$ cat src/pmsd_map.svh
// register offsets, field layout, reset values, limits and timing counts
`ifndef PMSD_MAP_SVH
`define PMSD_MAP_SVH
`define PMSD_LIMIT_OFFSET 8'hc2
`define PMSD_LIMIT_LSB 0
`define PMSD_LIMIT_W 3
`define PMSD_LIMIT_RESET 3'h5
`define PMSD_CODE_NONE 3'h0
`define PMSD_CODE_1K 3'h1
`define PMSD_CODE_2K 3'h2
`define PMSD_CODE_4K 3'h3
`define PMSD_CODE_8K 3'h4
`define PMSD_CODE_16K 3'h5
`define PMSD_MAX_1K 16'h03ff
`define PMSD_MAX_2K 16'h07ff
`define PMSD_MAX_4K 16'h0fff
`define PMSD_MAX_8K 16'h1fff
`define PMSD_MAX_16K 16'h3fff
`define PMSD_ADDR_CYCLES 2
`define PMSD_STROBE_CYCLES 4
`endif

$ cat src/pmsd_pkg.sv
// types shared by the program memory size decoder
package pmsd_pkg;
	typedef enum logic [1:0] {
		ST_IDLE,
		ST_INT,
		ST_ADDR,
		ST_STROBE
	} pmsd_state_type;

	typedef struct packed {
		logic wr;
		logic rd;
		logic [7:0] addr;
		logic [7:0] wdata;
	} pmsd_sfr_req_type;

	typedef struct packed {
		pmsd_state_type state;
		logic [2:0] limit;
		logic [3:0] cnt;
		logic force_meta;
		logic force_sync;
		logic [7:0] din_meta;
		logic [7:0] din_sync;
		logic ready;
		logic rom_en;
		logic [13:0] rom_addr;
		logic fetch_valid;
		logic [7:0] fetch_data;
		logic fetch_ext;
		logic [7:0] rdata;
		logic [7:0] low_out;
		logic low_oe;
		logic [7:0] high_out;
		logic high_oe;
		logic latch;
		logic strobe_n;
		logic bus_active;
	} pmsd_regs_type;
endpackage

$ cat src/pmsd_decoder.sv
// program fetch decoder: on-chip rom limit register and external program bus
`timescale 1ns/10ps
`default_nettype none
`include "pmsd_map.svh"

module pmsd_decoder #(
	parameter int unsigned ADDR_CYCLES = `PMSD_ADDR_CYCLES,
	parameter int unsigned STROBE_CYCLES = `PMSD_STROBE_CYCLES
) (
	// clock and reset
	input wire logic CLK,
	input wire logic RESETN,
	// special function register access from the core
	input wire pmsd_pkg::pmsd_sfr_req_type SFR_REQ,
	input wire logic TIMED_UNLOCK_KEY,
	output logic [7:0] SFR_RDATA,
	// program fetch request and answer
	input wire logic FETCH_REQ,
	input wire logic [15:0] FETCH_ADDR,
	output logic FETCH_READY,
	output logic FETCH_VALID,
	output logic [7:0] FETCH_DATA,
	output logic FETCH_EXTERNAL,
	// on-chip rom
	output logic ROM_EN,
	output logic [13:0] ROM_ADDR,
	input wire logic [7:0] ROM_DATA,
	// port latches used while the bus is idle
	input wire logic [7:0] GPIO_LOW_OUT,
	input wire logic GPIO_LOW_OE,
	input wire logic [7:0] GPIO_HIGH_OUT,
	input wire logic GPIO_HIGH_OE,
	// external pins
	input wire logic EXTERNAL_FETCH_FORCE_N,
	input wire logic [7:0] LOW_ADDRESS_DATA_PORT_IN,
	output logic [7:0] LOW_ADDRESS_DATA_PORT_OUT,
	output logic LOW_ADDRESS_DATA_PORT_OE,
	output logic [7:0] HIGH_ADDRESS_PORT_OUT,
	output logic HIGH_ADDRESS_PORT_OE,
	output logic ADDRESS_LATCH,
	output logic PROGRAM_STROBE_N,
	output logic BUS_ACTIVE
);
	pmsd_pkg::pmsd_regs_type r_reg;
	pmsd_pkg::pmsd_regs_type r_next;
	logic limit_hit;
	logic limit_write;
	logic [2:0] limit_new;
	logic on_chip;

	function automatic logic in_limit(input logic [2:0] code, input logic [15:0] a);
		logic hit;
		hit = 1'b0;
		unique case (code)
			`PMSD_CODE_NONE: hit = 1'b0;
			`PMSD_CODE_1K: hit = (a <= `PMSD_MAX_1K);
			`PMSD_CODE_2K: hit = (a <= `PMSD_MAX_2K);
			`PMSD_CODE_4K: hit = (a <= `PMSD_MAX_4K);
			`PMSD_CODE_8K: hit = (a <= `PMSD_MAX_8K);
			`PMSD_CODE_16K: hit = (a <= `PMSD_MAX_16K);
			default: hit = 1'b0;
		endcase
		return hit;
	endfunction

	always_comb begin
		r_next = r_reg;
		limit_hit = (SFR_REQ.addr == `PMSD_LIMIT_OFFSET);
		limit_new = SFR_REQ.wdata[`PMSD_LIMIT_LSB +: `PMSD_LIMIT_W];
		// reserved codes are refused and leave the field as it was
		limit_write = SFR_REQ.wr && limit_hit && TIMED_UNLOCK_KEY
			&& (limit_new <= `PMSD_CODE_16K);
		if (limit_write) begin
			r_next.limit = limit_new;
		end
		if (SFR_REQ.rd) begin
			r_next.rdata = limit_hit ? {5'h00, r_reg.limit} : 8'h00;
		end
		r_next.force_meta = EXTERNAL_FETCH_FORCE_N;
		r_next.force_sync = r_reg.force_meta;
		r_next.din_meta = LOW_ADDRESS_DATA_PORT_IN;
		r_next.din_sync = r_reg.din_meta;
		// decode against the limit as it stands after this edge
		on_chip = r_reg.force_sync && in_limit(r_next.limit, FETCH_ADDR);
		r_next.fetch_valid = 1'b0;
		r_next.rom_en = 1'b0;
		unique case (r_reg.state)
			pmsd_pkg::ST_IDLE: begin
				if (FETCH_REQ) begin
					r_next.cnt = 4'h0;
					r_next.fetch_ext = !on_chip;
					if (on_chip) begin
						r_next.state = pmsd_pkg::ST_INT;
						r_next.rom_en = 1'b1;
						r_next.rom_addr = FETCH_ADDR[13:0];
					end else begin
						r_next.state = pmsd_pkg::ST_ADDR;
						r_next.high_out = FETCH_ADDR[15:8];
						r_next.low_out = FETCH_ADDR[7:0];
					end
				end
			end
			pmsd_pkg::ST_INT: begin
				r_next.state = pmsd_pkg::ST_IDLE;
				r_next.fetch_valid = 1'b1;
				r_next.fetch_data = ROM_DATA;
			end
			pmsd_pkg::ST_ADDR: begin
				if (r_reg.cnt == 4'(ADDR_CYCLES - 1)) begin
					r_next.state = pmsd_pkg::ST_STROBE;
					r_next.cnt = 4'h0;
				end else begin
					r_next.cnt = r_reg.cnt + 4'h1;
				end
			end
			pmsd_pkg::ST_STROBE: begin
				if (r_reg.cnt == 4'(STROBE_CYCLES - 1)) begin
					r_next.state = pmsd_pkg::ST_IDLE;
					r_next.fetch_valid = 1'b1;
					r_next.fetch_data = r_reg.din_sync;
				end else begin
					r_next.cnt = r_reg.cnt + 4'h1;
				end
			end
		endcase
		r_next.ready = (r_next.state == pmsd_pkg::ST_IDLE);
		r_next.bus_active = (r_next.state == pmsd_pkg::ST_ADDR)
			|| (r_next.state == pmsd_pkg::ST_STROBE);
		r_next.latch = (r_next.state == pmsd_pkg::ST_ADDR);
		r_next.strobe_n = (r_next.state != pmsd_pkg::ST_STROBE);
		// bus owns the high port while active and the low port in the address phase only, port latches otherwise
		if (r_next.bus_active) begin
			r_next.high_oe = 1'b1;
			r_next.low_oe = (r_next.state == pmsd_pkg::ST_ADDR);
			if (r_reg.state == pmsd_pkg::ST_IDLE) begin
				r_next.high_out = FETCH_ADDR[15:8];
				r_next.low_out = FETCH_ADDR[7:0];
			end
		end else begin
			r_next.low_out = GPIO_LOW_OUT;
			r_next.low_oe = GPIO_LOW_OE;
			r_next.high_out = GPIO_HIGH_OUT;
			r_next.high_oe = GPIO_HIGH_OE;
		end
	end

	always_ff @(posedge CLK or negedge RESETN) begin
		if (!RESETN) begin
			r_reg <= '0;
			r_reg.state <= pmsd_pkg::ST_IDLE;
			r_reg.limit <= `PMSD_LIMIT_RESET;
			r_reg.force_meta <= 1'b1;
			r_reg.force_sync <= 1'b1;
			r_reg.ready <= 1'b1;
			r_reg.strobe_n <= 1'b1;
		end else begin
			r_reg <= r_next;
		end
	end

	assign SFR_RDATA = r_reg.rdata;
	assign FETCH_READY = r_reg.ready;
	assign FETCH_VALID = r_reg.fetch_valid;
	assign FETCH_DATA = r_reg.fetch_data;
	assign FETCH_EXTERNAL = r_reg.fetch_ext;
	assign ROM_EN = r_reg.rom_en;
	assign ROM_ADDR = r_reg.rom_addr;
	assign LOW_ADDRESS_DATA_PORT_OUT = r_reg.low_out;
	assign LOW_ADDRESS_DATA_PORT_OE = r_reg.low_oe;
	assign HIGH_ADDRESS_PORT_OUT = r_reg.high_out;
	assign HIGH_ADDRESS_PORT_OE = r_reg.high_oe;
	assign ADDRESS_LATCH = r_reg.latch;
	assign PROGRAM_STROBE_N = r_reg.strobe_n;
	assign BUS_ACTIVE = r_reg.bus_active;
endmodule
`default_nettype wire

$ cat config.mk
export PLATFORM = sky130hd
export DESIGN_NAME = pmsd_decoder
export DESIGN_NICKNAME = d
export VERILOG_FILES = /design/src/pmsd_pkg.sv /design/src/pmsd_decoder.sv
export VERILOG_INCLUDE_DIRS = /design/src
export SDC_FILE = /design/constraint.sdc
export NUM_CORES = 1
export LEC_CHECK = 0
export ABC_AREA = 0
export BUFFER_PORTS_ARGS = -buffer_cell sky130_fd_sc_hd__buf_2
export CAP_MARGIN = 20
export CELL_PAD_IN_SITES_DETAIL_PLACEMENT = 0
export CELL_PAD_IN_SITES_GLOBAL_PLACEMENT = 1
export CORE_UTILIZATION = 40
export DETAILED_ROUTE_END_ITERATION = 6
export GPL_ROUTABILITY_DRIVEN = 0
export PLACE_DENSITY = 0.81
export SETUP_SLACK_MARGIN = 0.1
export SYNTH_ARGS = -nofsm -noshare
export SYNTH_HDL_FRONTEND = slang
export SYNTH_SLANG_ARGS = --single-unit
$ cat constraint.sdc
create_clock -name CLK -period 3.9 [get_ports CLK]
set_clock_uncertainty 0.1 [all_clocks]
set_input_delay 0 -clock CLK [delete_from_list [all_inputs] [get_ports CLK]]
set_output_delay 0 -clock CLK [all_outputs]
set_load 0.01 [all_outputs]
==> impl_metrics.csv <==
group,metric,value,unit
critical_path,reg2reg_depth,10,
timing,timing.final.crit_share,91.3,%
clocking,root_buffer,"clkbuf_8",
clocking,clk_latency,0.34,ns
synth,synthArstFlopShare,100,%
critical_path,timing.rr.start,"r_reg[73]$_DFFE_PN0P_",
cells_and_area,utilization,55.3,%
critical_path,r2r-end,"LOW_ADDRESS_DATA_PORT_OUT[1]$_DFFE_PN0P_",
floorplanning,die_y,96.3,microns
critical_path,critPathMaxFanout,17,
timing,fmax,281,MHz
floorplanning,floorplan.die_area,9280,sq um
cells_and_area,final_net_count,548,
cells_and_area,largest_reg_flops,18,
synth,synth_top_area_share,49.9,%
synth,yosysUniqueCellTypes,45,
routing,drt_iter0_drc,106,
pwr,vdd_drop_max,0.348,mV
clocking,cts_tree,"done",
synth,synth_area_leader_cell,"dfrtp_1",
pwr,leakage,2.27,nW
synth,syn_area,3560,sq um
synth,ys.flop_type,"dfrtp_1",
grt,antenna_found_initial,0,
critical_path,reg2reg_slack,0.46,ns
routing,wl_per_cell,14.4,microns
critical_path,critPathArrivalTime,3.69,ns
timing,hold_viol,0,
timing,rsz0062_at_grt,"false",
routing,drc,0,
floorplanning,ios,128,
synth,synthTopCellsByArea,"dfrtp_1 50%, buf_4 9.9%, mux2_2 5.4%",
pwr,power_density,607,nW/um^2
clocking,clock_path_buffers,2,
synth,synth-seq-area-share,54.3,%
routing,drtPass1Iterations,5,
timing,slew_violations,0,
grt,grt.overflow.total,0,
timing,max_slew_margin,31.1,%
hold_path,hold_path.class,"in2reg",
timing,worst_slew_pin_slew,1.03,ns
synth,synthCells,330,
grt,grt_pass1_vias,2754,
synth,synth-edff-count,0,
grt,grt_pass1_wl,13.4,mm
clocking,htreeDepth,3,
routing,wl,8.44,mm
floorplanning,core,8680,sq um
critical_path,crit_path_end_kind,"register",
cells_and_area,drive_gt1_share,35.1,%
critical_path,path_class,"in2reg",
grt,track_usage,19.3,%
placed_design,dp_hpwl,5.39,mm
synth,yosys_warnings,0,
clocking,cts.sinks,77,
cells_and_area,area_growth,34.9,%
hold_path,hold_end,"r_reg[78]$_DFF_PN0_",
grt,grt_max_degree,78,
cells_and_area,antennaDiodeCount,0,
timing,setup_violations,0,
critical_path,critPathLaunch,"FETCH_ADDR[13]",
critical_path,worstSetupStartpointType,"input pin",
run_status,status,"completed",
synth,ys_ff_latch,77,
clocking,clk_pin_slew_worst_paths,0.08,ns
floorplanning,placement_rows,34,
routing,ant_nets,0,
job,cap_violations,0,
routing,vias,2848,
synth,synth_commonest_cells,"71 x dfrtp_1, 47 x buf_4, 26 x nor3_1",
timing,min_period,3.56,ns
placed_design,port_buffers,117,
critical_path,required,4.03,ns
synth,synth.most_common_cell,"dfrtp_1",
timing,tns,0,ns
hold_path,hold_start,"SFR_REQ[8]",
hold_path,hold_path_depth,4,
floorplanning,die_width,96.3,microns
clocking,numCtsBuffers,9,
floorplanning,start_util,41.0,%
routing,via_per_inst,4.86,
synth,syn_avg_cell_area,10.8,sq um
==> worst max-delay path by stage <==
stage,end,slack (ns)
after CTS,LOW_ADDRESS_DATA_PORT_OUT[4]$_DFFE_PN0P_,0.19
after floorplan,ROM_ADDR[0]$_DFFE_PN0P_,1.41
final,LOW_ADDRESS_DATA_PORT_OUT[1]$_DFFE_PN0P_,0.34
after global placement,LOW_ADDRESS_DATA_PORT_OUT[6]$_DFFE_PN0P_,0.74
after global routing,LOW_ADDRESS_DATA_PORT_OUT[2]$_DFFE_PN0P_,0.17
after detailed placement,LOW_ADDRESS_DATA_PORT_OUT[0]$_DFFE_PN0P_,0.66
==> what timing repair did <==
action,in CTS,in global routing
resized for setup,0,2
buffers inserted,0,0
endpoints found under the setup margin,0,10
hold buffers,67,0
hold endpoints to repair,126,0
==> layout make-up <==
cell class	count	area (sq um)
fill	789	3880
sequential	77	1930
timing repair buffer	189	1300
multi-input combinational	184	1180
clock buffer	12	155
tap	108	135
clock inverter	4	47.5
inverter	12	47.5
==> routing by layer <==
| layer | track usage (%) | share of wire (%) | up-vias |
|---|---|---|---|
| met1 | 24.4 | 44 | 1367 |
| met3 | 5.13 | 5.6 | 13 |
| met4 | 6.86 | 1.7 | 0 |
| met2 | 31.9 | 48 | 96 |
| li1 | - | - | 1372 |
| met5 | 0 | 0 | - |
==> worst max-delay path, stage by stage <==
cell and delay [ns]:
dlygate4sd3_1 0.53, buf_2 0.17, nor4_1 0.38, a31oi_1 0.15, mux2i_1 0.14, a2111oi_1 0.15
or4_1 0.90, o21ai_4 0.37, inv_4 0.14, o21a_1 0.20, dlygate4sd3_1 0.56
==> cell families (layout without fill, tap and decap cells) <==
logic type,Yosys count,count (layout),share of synthesized area (%)
simple gates,86,86,12.7
flops,77,77,54.3
buf+inv,73,217,13.1
compound gates,70,70,12.5
mux,21,21,6.50
fa+ha+maj,2,2,0.703
other cells,1,5,0.105
==> report_power, final <==
group / internal [mW] / leakage [nW] / switching, mW
Sequential: 1.00 / 0.919 / 0.118
Clock: 0.329 / 0.102 / 0.288
Combinational: 0.559 / 1.25 / 0.618
Total: 1.89 / 2.27 / 1.02
==> per-stage QoR <==
step	power (mW)	instance area [sq um]	std cells	hold slack (ns)	setup WS, ns
floorplan	1.94	3570	334	-0.396	1.41
CTS	2.92	4800	586	0.0276	0.188
detailed placement	2.13	3930	503	0.00933	0.659
global route	3.12	4800	586	0.0535	0.168
global placement	2.10	3920	502	0.00743	0.737
finish	2.92	4800	586	0.0443	0.338
==> placed cells by master (no fill, tap or decap), types with 15 or more instances in the layout <==
cell type / Yosys / routed
buf_2: 0 / 116
dfrtp_1: 71 / 71
dlygate4sd3_1: 0 / 67
nor3_1: 26 / 26
nor2_1: 25 / 25
a21oi_1: 21 / 21
nand2_1: 17 / 17
mux2_2: 17 / 17
o21ai_0: 16 / 16
o21a_1: 15 / 15
(Power assumes the default switching activity.)
